### config.mk
export PLATFORM = sky130hd
export DESIGN_NAME = ccc_top
export DESIGN_NICKNAME = d
export VERILOG_FILES = /design/src/include/ccc_pkg.sv /design/src/rtl/ccc_sync.sv /design/src/rtl/ccc_top.sv
export VERILOG_INCLUDE_DIRS = /design/src /design/src/include
export SDC_FILE = /design/constraint.sdc
export NUM_CORES = 1
export LEC_CHECK = 0
export BUFFER_PORTS_ARGS = -buffer_cell sky130_fd_sc_hd__buf_2
export CAP_MARGIN = 10
export CORE_MARGIN = 2
export CORE_UTILIZATION = 40
export DETAILED_ROUTE_END_ITERATION = 16
export PLACE_DENSITY = 0.58
export SETUP_SLACK_MARGIN = 0.02
export SLEW_MARGIN = 20
export SYNTH_ARGS = -nofsm -noshare
export SYNTH_HDL_FRONTEND = slang
export SYNTH_SLANG_ARGS = --single-unit
### constraint.sdc
create_clock -name CLK_SYS -period 6.4 [get_ports CLK_SYS]
set_input_delay 0.32 -clock CLK_SYS [delete_from_list [all_inputs] [get_ports CLK_SYS]]
set_output_delay 0.32 -clock CLK_SYS [all_outputs]
set_load 0.1 [all_outputs]
### src/include/ccc_defines.svh
// Constants for the charge cycle controller: offsets, fields, resets, timing.
`ifndef CCC_DEFINES_SVH
`define CCC_DEFINES_SVH

// ----------------------------------------------------------------------
// Register indices on the host write port
// ----------------------------------------------------------------------
`define CCC_IDX_CFG1 3'h1
`define CCC_IDX_FLOAT 3'h2
`define CCC_IDX_CUR 3'h4

// ----------------------------------------------------------------------
// Field positions
// ----------------------------------------------------------------------
`define CCC_WEAK_MSB 5
`define CCC_WEAK_LSB 4
`define CCC_TE_BIT 3
`define CCC_DIS_BIT 2
`define CCC_HZ_BIT 1
`define CCC_FLOAT_MSB 7
`define CCC_FLOAT_LSB 2
`define CCC_RST_BIT 7
`define CCC_CHG_MSB 6
`define CCC_CHG_LSB 4
`define CCC_TERM_MSB 2
`define CCC_TERM_LSB 0

// ----------------------------------------------------------------------
// Reset values
// ----------------------------------------------------------------------
`define CCC_DEF_FLOAT 6'h02
`define CCC_DEF_CHG 3'h0
`define CCC_DEF_TERM 3'h0
`define CCC_DEF_WEAK 2'h0
`define CCC_DEF_TE 1'h0

// ----------------------------------------------------------------------
// Float voltage mapping in millivolts
// ----------------------------------------------------------------------
`define CCC_FLOAT_BASE_MV 13'h0DAC
`define CCC_FLOAT_STEP_MV 13'h0014
`define CCC_FLOAT_MAX_CODE 6'h2F

// ----------------------------------------------------------------------
// Status codes
// ----------------------------------------------------------------------
`define CCC_STAT_READY 2'h0
`define CCC_STAT_CHARGING 2'h1
`define CCC_STAT_DONE 2'h2

// ----------------------------------------------------------------------
// Timing: times in their own unit, cycles derived from the clock rate
// ----------------------------------------------------------------------
`define CCC_CLK_KHZ 125000
`define CCC_READY_HOLD_MS 500
`define CCC_READY_HOLD_CYC (`CCC_READY_HOLD_MS * `CCC_CLK_KHZ)
`define CCC_DERATE_STEP_US 10
`define CCC_DERATE_STEP_CYC (`CCC_DERATE_STEP_US * `CCC_CLK_KHZ / 1000)

`endif

### src/include/ccc_pkg.sv
// Types shared by the charge cycle controller files.
package ccc_pkg;

   // Analog comparator and presence levels seen by the controller.
   typedef struct packed {
      logic below_short;
      logic below_weak;
      logic below_rech;
      logic at_float;
      logic iout_below_term;
      logic tj_hot;
      logic vin_below_hold;
      logic vin_ok;
      logic batt_present;
      logic src_present;
   } ccc_sense_t;

   // Host-programmed charging parameters as held.
   typedef struct packed {
      logic [5:0] float_voltage_code;
      logic [2:0] charge_current_code;
      logic [2:0] termination_current_code;
      logic [1:0] weak_battery_threshold;
      logic termination_enable;
      logic charge_disable;
      logic high_impedance_select;
   } ccc_params_t;

   // Charge sequencer states, one-hot.
   typedef enum logic [5:0] {
      ST_HIZ = 6'h01,
      ST_IDLE = 6'h02,
      ST_PRE = 6'h04,
      ST_PWM = 6'h08,
      ST_READY = 6'h10,
      ST_DONE = 6'h20
   } ccc_state_t;

endpackage

### src/rtl/ccc_sync.sv
// Two-stage synchroniser for a group of asynchronous levels.
`timescale 1ns/1ps
module ccc_sync #(
   parameter int W = 1
) (
   input wire logic clk, // System clock.
   input wire logic srst, // Synchronous reset, active high.
   input wire logic ce, // Clock enable.
   input wire logic [W-1:0] d, // Asynchronous levels.
   output logic [W-1:0] q // Synchronised levels.
);
   logic [W-1:0] meta_reg;

   // The first stage feeds only the second stage.
   always_ff @(posedge clk) begin
      if (srst) begin
         meta_reg <= '0;
         q <= '0;
      end else if (ce) begin
         meta_reg <= d;
         q <= meta_reg;
      end
   end
endmodule

### src/rtl/ccc_top.sv
// Charge cycle controller: parameters, mode select and charge sequencing.
`timescale 1ns/1ps
`include "ccc_defines.svh"
module ccc_top
   import ccc_pkg::*;
#(
   parameter int READY_HOLD_CYC = `CCC_READY_HOLD_CYC
) (
   input wire logic CLK_SYS, // 125 MHz system clock.
   input wire logic SRST, // Synchronous reset, active high.
   input wire logic CLK_EN, // Freezes all state while low.
   input wire ccc_sense_t SENSE, // Asynchronous analog levels.
   input wire logic WR_STB, // Host register write strobe.
   input wire logic [2:0] WR_IDX, // Host register index.
   input wire logic [7:0] WR_DATA, // Host register write data.
   output ccc_params_t PARAMS, // Parameters as held.
   output logic [12:0] FLOAT_MV, // Float voltage level in mV.
   output logic [2:0] CUR_CMD, // Commanded charge current code.
   output logic CUR_LIMITED, // Current held below its programmed code.
   output logic HIZ_EN, // High-impedance mode active.
   output logic PRECHG_EN, // Linear pre-charge source on.
   output logic PWM_EN, // PWM charger on.
   output logic [1:0] STAT, // Charge status code.
   output logic CYCLE_START // One-cycle pulse at a new charge cycle.
);

   // ---------------------------------------------------------------------
   // Input synchronisation
   // ---------------------------------------------------------------------
   ccc_sense_t sense;
   logic [9:0] sense_bits;

   // Every analog level passes two flip-flops before use.
   ccc_sync #(.W(10)) u_sync (
      .clk(CLK_SYS),
      .srst(SRST),
      .ce(CLK_EN),
      .d(SENSE),
      .q(sense_bits)
   );
   assign sense = ccc_sense_t'(sense_bits);

   // ---------------------------------------------------------------------
   // Parameter registers
   // ---------------------------------------------------------------------
   ccc_params_t par_reg;
   logic por_prev_reg;
   logic por_rise;
   logic por_restore;
   logic wr_cfg1;
   logic wr_cur;
   logic rst_req;
   logic dis_set;

   // Supply reset edge and the host events that restart charging.
   assign por_rise = sense.vin_ok & ~por_prev_reg;
   assign por_restore = por_rise & sense.below_weak;
   assign wr_cfg1 = WR_STB & (WR_IDX == `CCC_IDX_CFG1);
   assign wr_cur = WR_STB & (WR_IDX == `CCC_IDX_CUR);
   assign rst_req = wr_cur & WR_DATA[`CCC_RST_BIT];
   assign dis_set = wr_cfg1 & WR_DATA[`CCC_DIS_BIT];

   // Tracks the synchronised supply reset level for edge detection.
   always_ff @(posedge CLK_SYS) begin
      if (SRST) begin
         por_prev_reg <= 1'b0;
      end else if (CLK_EN) begin
         por_prev_reg <= sense.vin_ok;
      end
   end

   // Defaults on reset, reset bit or weak-battery supply reset; else writes.
   always_ff @(posedge CLK_SYS) begin
      if (SRST || (CLK_EN && (por_restore || rst_req))) begin
         par_reg.float_voltage_code <= `CCC_DEF_FLOAT;
         par_reg.charge_current_code <= `CCC_DEF_CHG;
         par_reg.termination_current_code <= `CCC_DEF_TERM;
         par_reg.weak_battery_threshold <= `CCC_DEF_WEAK;
         par_reg.termination_enable <= `CCC_DEF_TE;
         par_reg.charge_disable <= 1'b0;
         par_reg.high_impedance_select <= 1'b0;
      end else if (CLK_EN) begin
         if (wr_cfg1) begin
            par_reg.weak_battery_threshold <=
               WR_DATA[`CCC_WEAK_MSB:`CCC_WEAK_LSB];
            par_reg.termination_enable <= WR_DATA[`CCC_TE_BIT];
            par_reg.charge_disable <= WR_DATA[`CCC_DIS_BIT];
            par_reg.high_impedance_select <= WR_DATA[`CCC_HZ_BIT];
         end
         if (WR_STB && (WR_IDX == `CCC_IDX_FLOAT)) begin
            par_reg.float_voltage_code <=
               WR_DATA[`CCC_FLOAT_MSB:`CCC_FLOAT_LSB];
         end
         if (wr_cur) begin
            par_reg.charge_current_code <=
               WR_DATA[`CCC_CHG_MSB:`CCC_CHG_LSB];
            par_reg.termination_current_code <=
               WR_DATA[`CCC_TERM_MSB:`CCC_TERM_LSB];
         end
      end
   end

   // ---------------------------------------------------------------------
   // Float voltage level
   // ---------------------------------------------------------------------
   logic [5:0] float_eff;
   logic [12:0] float_mv_next;

   // Codes at and above the top code saturate at the maximum level.
   always_comb begin
      if (par_reg.float_voltage_code >= `CCC_FLOAT_MAX_CODE) begin
         float_eff = `CCC_FLOAT_MAX_CODE;
      end else begin
         float_eff = par_reg.float_voltage_code;
      end
      float_mv_next = 13'(`CCC_FLOAT_BASE_MV +
         `CCC_FLOAT_STEP_MV * {7'h00, float_eff});
   end

   // ---------------------------------------------------------------------
   // Charge current derating
   // ---------------------------------------------------------------------
   localparam int STEP_CYC = `CCC_DERATE_STEP_CYC;
   logic [10:0] step_cnt_reg;
   logic step_tick;
   logic [2:0] cur_reg;
   logic limit_req;

   // Heat or input sag both pull the commanded current down.
   assign limit_req = sense.tj_hot | sense.vin_below_hold;
   assign step_tick = (step_cnt_reg == 11'(STEP_CYC - 1));

   // Free-running interval that paces each derating step.
   always_ff @(posedge CLK_SYS) begin
      if (SRST) begin
         step_cnt_reg <= 11'h000;
      end else if (CLK_EN) begin
         if (step_tick) begin
            step_cnt_reg <= 11'h000;
         end else begin
            step_cnt_reg <= step_cnt_reg + 11'h001;
         end
      end
   end

   // Steps down while limited, back up toward the programmed code otherwise.
   always_ff @(posedge CLK_SYS) begin
      if (SRST) begin
         cur_reg <= `CCC_DEF_CHG;
      end else if (CLK_EN) begin
         if (cur_reg > par_reg.charge_current_code) begin
            cur_reg <= par_reg.charge_current_code;
         end else if (step_tick && limit_req && (cur_reg != 3'h0)) begin
            cur_reg <= cur_reg - 3'h1;
         end else if (step_tick && !limit_req &&
                      (cur_reg < par_reg.charge_current_code)) begin
            cur_reg <= cur_reg + 3'h1;
         end
      end
   end

   // ---------------------------------------------------------------------
   // Charge sequencer
   // ---------------------------------------------------------------------
   ccc_state_t state_reg;
   ccc_state_t state_next;
   logic [31:0] hold_cnt_reg;
   logic hold_done;
   logic cycle_start;

   // New-cycle events from the supply, the host and the recharge comparator.
   assign cycle_start = por_restore | dis_set | rst_req |
      ((state_reg == ST_DONE) & sense.below_rech);
   assign hold_done = (hold_cnt_reg == 32'(READY_HOLD_CYC - 1));

   // Next state; high impedance and supply loss take priority.
   always_comb begin
      state_next = state_reg;
      if (par_reg.high_impedance_select || !sense.vin_ok) begin
         state_next = ST_HIZ;
      end else if (cycle_start || par_reg.charge_disable) begin
         state_next = ST_IDLE;
      end else begin
         case (state_reg)
            ST_HIZ, ST_IDLE: begin
               state_next = sense.below_short ? ST_PRE : ST_PWM;
            end
            ST_PRE: begin
               if (!sense.below_short) begin
                  state_next = ST_PWM;
               end
            end
            ST_PWM: begin
               if (sense.below_short) begin
                  state_next = ST_PRE;
               end else if (par_reg.termination_enable &&
                            sense.at_float && sense.iout_below_term) begin
                  state_next = ST_READY;
               end
            end
            ST_READY: begin
               if (hold_done) begin
                  if (sense.batt_present && sense.src_present) begin
                     state_next = ST_DONE;
                  end else begin
                     state_next = ST_IDLE;
                  end
               end
            end
            ST_DONE: begin
               state_next = ST_DONE;
            end
            default: begin
               state_next = ST_IDLE;
            end
         endcase
      end
   end

   // State register.
   always_ff @(posedge CLK_SYS) begin
      if (SRST) begin
         state_reg <= ST_HIZ;
      end else if (CLK_EN) begin
         state_reg <= state_next;
      end
   end

   // Counts the READY hold after termination; cleared in every other state.
   always_ff @(posedge CLK_SYS) begin
      if (SRST) begin
         hold_cnt_reg <= 32'h00000000;
      end else if (CLK_EN) begin
         if (state_reg == ST_READY && !hold_done) begin
            hold_cnt_reg <= hold_cnt_reg + 32'h00000001;
         end else begin
            hold_cnt_reg <= 32'h00000000;
         end
      end
   end

   // ---------------------------------------------------------------------
   // Registered outputs
   // ---------------------------------------------------------------------
   // The mode, status and start outputs follow the next state so they stand with the state change.
   always_ff @(posedge CLK_SYS) begin
      if (SRST) begin
         PARAMS <= '0;
         FLOAT_MV <= 13'h0000;
         CUR_CMD <= 3'h0;
         CUR_LIMITED <= 1'b0;
         HIZ_EN <= 1'b1;
         PRECHG_EN <= 1'b0;
         PWM_EN <= 1'b0;
         STAT <= `CCC_STAT_READY;
         CYCLE_START <= 1'b0;
      end else if (CLK_EN) begin
         PARAMS <= par_reg;
         FLOAT_MV <= float_mv_next;
         CUR_CMD <= cur_reg;
         CUR_LIMITED <= (cur_reg < par_reg.charge_current_code);
         HIZ_EN <= (state_next == ST_HIZ);
         PRECHG_EN <= (state_next == ST_PRE);
         PWM_EN <= (state_next == ST_PWM);
         CYCLE_START <= cycle_start & (state_next != ST_HIZ);
         if (state_next == ST_DONE) begin
            STAT <= `CCC_STAT_DONE;
         end else if (state_next == ST_PRE || state_next == ST_PWM) begin
            STAT <= `CCC_STAT_CHARGING;
         end else begin
            STAT <= `CCC_STAT_READY;
         end
      end
   end
endmodule

==> Yosys cells after proc, flatten, opt, wreduce, memory -nomap -nowiden <==
Index checks and enable logic that the tools add are counted.
{ "word_totals": {"ff_bits": 130, "output_inout_bits": 40, "elab_cells": 109} }
{ "classes": {"add_sub_neg": 5, "multipliers": 1, "n_lt_le_gt_ge": 3, "n_eq_ne": 16, "mux": 17, "bitwise_logic": 13, "reduce_logical": 25} }
{ "op_table": {"columns": ["op", "n"], "rows": [
  ["$mux 6", 8],
  ["$add 32x1->32 const B", 1],
  ["$eq 32x26->1 const B", 1],
  ["$mux 32", 1],
  ["$pmux 6 s5", 1],
  ["$add 12x11->13 const A", 1],
  ["$eq 6x1->1 const B", 2],
  ["$eq 6x3->1 const B", 2],
  ["$eq 6x4->1 const B", 2],
  ["$eq 6x6->1 const B", 2],
  ["$add 11x1->11 const B", 1],
  ["$eq 11x11->1 const B", 1],
  ["$mux 11", 1],
  ["$logic_and 1x1->1", 10],
  ["$mul 3x6->9 const A", 1],
  ["$mux 3", 3],
  ["$and 1x1->1", 8],
  ["$reduce_and 2->1", 4],
  ["$eq 6x2->1 const B", 1],
  ["$eq 6x5->1 const B", 1],
  ["$ge 6x6->1 const B", 1],
  ["$ne 6x1->1 const B", 1],
  ["$reduce_bool 3->1", 2],
  ["$logic_or 1x1->1", 5],
  ["other kinds (14)", 19]
]} }

==> Logic depth before layout (Yosys ltp) <==
{ "depth": {"word_depth": 13, "depth_mapped": 12} }

==> Hierarchy <==
A second synthesis with hierarchy kept.
{ "hier_totals": {"cells_unflattened": 665, "hier_area_um2": 6024.5} }
{ "modules_own_cells": {"columns": ["mod", "n_inst", "cells_each", "area_each_um2"], "rows": [
  ["ccc_top", 1, 601, 5318.9],
  ["ccc_sync", 1, 64, 705.7]
]} }

==> Least setup slack after synthesis <==
OpenSTA, ideal clock, no wires.
{ "synth_timing": {"path_kind": "register to register", "start": "register par_reg[16] in the netlist's numbering", "end": "register FLOAT_MV[11]", "setup_ns": 0.071, "t_arrival_ns": 2.523, "path_slack_ns": 3.806, "path_stages_with_launch": 10, "n_path_buf": 1, "path_cell_list": "dfxtp_1 clkbuf_1 a21o_1 ha_1 ha_1 a2111oi_0 o21a_1 o21ai_0 a211o_1 a21oi_1"} }
{ "synth_via": {"elab_chain_len": 4} }
{ "synth_lines": {"columns": ["item", "line", "text"], "rows": [
  ["start: declaration", "ccc_top.sv:46", "ccc_params_t par_reg;"],
  ["$ge 6x6->1 (no line)", null, null],
  ["$mux 6 *", "ccc_top.sv:111", "if (par_reg.float_voltage_code >= `CCC_FLOAT_MAX_CODE) begin"],
  ["$mul 3x6->9 (no line) *", null, null],
  ["$add 12x11->13 (no line) *", null, null],
  ["end signal: assignment", "ccc_top.sv:259", "FLOAT_MV <= float_mv_next;"],
  ["end: declaration", "ccc_top.sv:17", "output logic [12:0] FLOAT_MV,"]
]} }
Mark *: on every way between the ends. The rest lies on a longest branch, timed or not.
A chain may end at the register's enable or synchronous reset.

==> Final worst setup path <==
Ends and elaborated chain as after synthesis.

==> run metrics <==
average cell area after synthesis=9.037 sq um; GR Layer Usage met1=23.34%; highest ir drop seen on vdd=0.0001778 V; CP arrival=3.25 ns; fillers=1371; Synth cell types=61; DP Wirelength=9399 microns; post-synthesis sequential area ratio=42.96%; CTS max path bufs=2; Clk pin slew, worst setup/hold paths=0.06 ns; CTS tree=done; gr usage total=17.65%; clk root buf=clkbuf_16; Crit Path Max Fanout=13; crit path cell chain=a21o_1 -> ha_1 -> ha_1 -> a2111oi_0 -> o21a_1 -> o21ai_0 -> a211o_1 -> a21oi_1; DR WL/cell=15.13 microns; initial antenna violation count=0; Critical Path Sink=FLOAT_MV[11]; status=finished clean; GPL Wtd Cong=0.8828; Vias=4785; Hold-fix buffers, CTS=0; Crit Reg-Reg Endpoint=FLOAT_MV[11]; Worst Setup End Kind=flip-flop; CTS buffer count=17; Tightest Pin Transition=1.032 ns; ANT nets after route=0; final worst-path cycle share=45.59%; total congestion overflow=0; setup ws final=3.482 ns; vias per std cell=5.305; met3 usage=5.692%; Post-synth EDFFs=0; post-synth top area share=42.96%; Pleak=2.892 nW; Die H=126.1 microns; Synth Flop Type=dfxtp_1; crit-path most repeated cell=ha_1; crit path launch=par_reg[16]; fin crit period=2.918 ns; Synth Cell Area=0.005964 sq mm; global routing's busiest layer=met2; RSZ-0062 raised after global routing=no; FMAX=342.7 MHz; Multi-input gate area=0.003172 sq mm; Post-synth ARST share=0%; synth cell count leaders=dfxtp_1 (128), nor2_1 (97), mux2i_1 (63), nand2_1 (34), nor3_1 (34); nets=746; Slew HR=31.19%; DRC=0; Setup TNS=0 ns; Synth area leaders=dfxtp_1 (43%), mux2i_1 (11%), nor2_1 (6.1%), xor2_1 (3.7%), xnor2_1 (3.1%); final instance area=0.007005 sq mm; input/output buffers=62; Clock Skew=0.01531 ns; number of max-cap violations=0; Die Width=126.1 microns; vias in the first global route=4626; global-route wire length before repair=22760 microns; total core area=0.01453 sq mm; Final Slew Violations=0; synthesized flop and latch total=128; met2 usage=26.82%; Hold Path Origin=SENSE[3]; clk sinks=128; Setup Viol. Count Final=0; area leader, netlist=dfxtp_1; Crit. path cell count=8; warning count from the yosys run=0; crit start category=flip-flop; CP bufs+invs=0; Critical-path top delay cell=a2111oi_0; Initial Utilization=41.04%; total setup buffers inserted after CTS=0; Hold/Removal Path Class=in2reg; Layout area overhead=17.45%; post-place setup slack=3.540 ns; largest net degree at the start of global routing=100; H-tree depth=4; Register Area=0.002562 sq mm; First-pass DRT Iterations=4; Min Hold Slack=0.1291 ns; beginning of the worst register-to-register path=par_reg[16]; required time of the critical path=6.74 ns; most common cell in the netlist=dfxtp_1; kind of critical path=reg2reg; Largest register FFs=32; Antenna Cells=0; Top Ports=65; Area after DPL=0.006362 sq mm; layout cells sized above 1=14.62%; Hold Path Stages=3; final hold violation count=0; DR iter-0 viols=307; die area=0.01590 sq mm; family with the most delay on the worst path=compound AO/OA/AOI/OAI gates; worst skew pair latency=0.43 ns; slowest stage delay, CP=0.60 ns; R2R setup slack=3.48 ns; row count=44; Mapped Cells=660; # resized after CTS=0; power per cell area=287.4 mW/mm^2; R2R depth=8; routed wire length=13650 microns
-- cells in the final DEF (no fill, tap or decap), types with 5 or more instances in the layout --
cell type	instances
nor4b_1	5
nor3_1	34
and3_1	13
inv_1	18
nand2_1	34
a211oi_1	9
nand4_1	16
buf_2	60
o21ai_0	14
and4_1	5
xnor2_1	21
nor2_1	97
ha_1	14
xor2_1	25
a21oi_1	23
or3_1	7
nor3b_1	5
mux2i_1	63
nand3_1	26
dfxtp_1	128
clkbuf_16	17
-- stage by stage --
step | power (mW) | std cells | utilization (%)
6_report | 2.013 | 902 | 48.20
5_1_grt | 2.086 | 902 | 48.20
4_1_cts | 2.037 | 902 | 48.20
3_5_place_dp | 0.9886 | 870 | 43.78
3_3_place_gp | 0.9857 | 870 | 43.78
2_1_floorplan | 0.9564 | 661 | -
-- power by group --
part | switching (mW) | total (mW) | leakage, nW | internal, mW
Sequential | 0.0122 | 0.825 | 1.04 | 0.813
Clock | 0.375 | 1.04 | 0.304 | 0.668
Combinational | 0.106 | 0.145 | 1.55 | 0.0386
-- logic make-up after synthesis --
group	synth area share, %
flip-flops	42.96
XOR/XNOR	6.755
AO/OA/AOI/OAI	9.230
AND/OR/NAND/NOR	22.63
multiplexers	10.76
buffers and inverters	3.986
other	0.06287
adder cells (fa/ha/maj)	3.608
-- area by class of cell --
class | count | area share, %
multi-input cells | 476 | 45.28
flip-flops and latches | 128 | 36.58
clock buffers | 18 | 6.269
repair buffers | 64 | 4.715
well taps | 184 | 3.286
clock inverters | 14 | 2.911
inverters | 18 | 0.9645
-- worst reg2reg max path, cell delays in order (launching register included) --
cell and delay (ns):
dfxtp_1 0.59, a21o_1 0.22, ha_1 0.25, ha_1 0.35, a2111oi_0 0.60, o21a_1 0.24
o21ai_0 0.13, a211o_1 0.32, a21oi_1 0.13
-- layer usage --
metal  part of all wire (%)  up-vias
li1                       -     2424
met1                     49     2267
met2                     45       77
met3                    4.0       17
met4                    1.9        0
met5                      0        -
-- worst min path at each step --
| stage | end | slack [ns] |
|---|---|---|
| 6_report | u_sync.meta_reg[3] | 0.13 |
| 3_5_place_dp | PWM_EN | 0.45 |
| 3_3_place_gp | PWM_EN | 0.45 |
| 5_1_grt | u_sync.meta_reg[9] | 0.12 |
| 2_1_floorplan | u_sync.q[8] | 0.45 |
| 4_1_cts | par_reg[5] | 0.12 |
No activity file was read; power rests on OpenSTA's default activity.
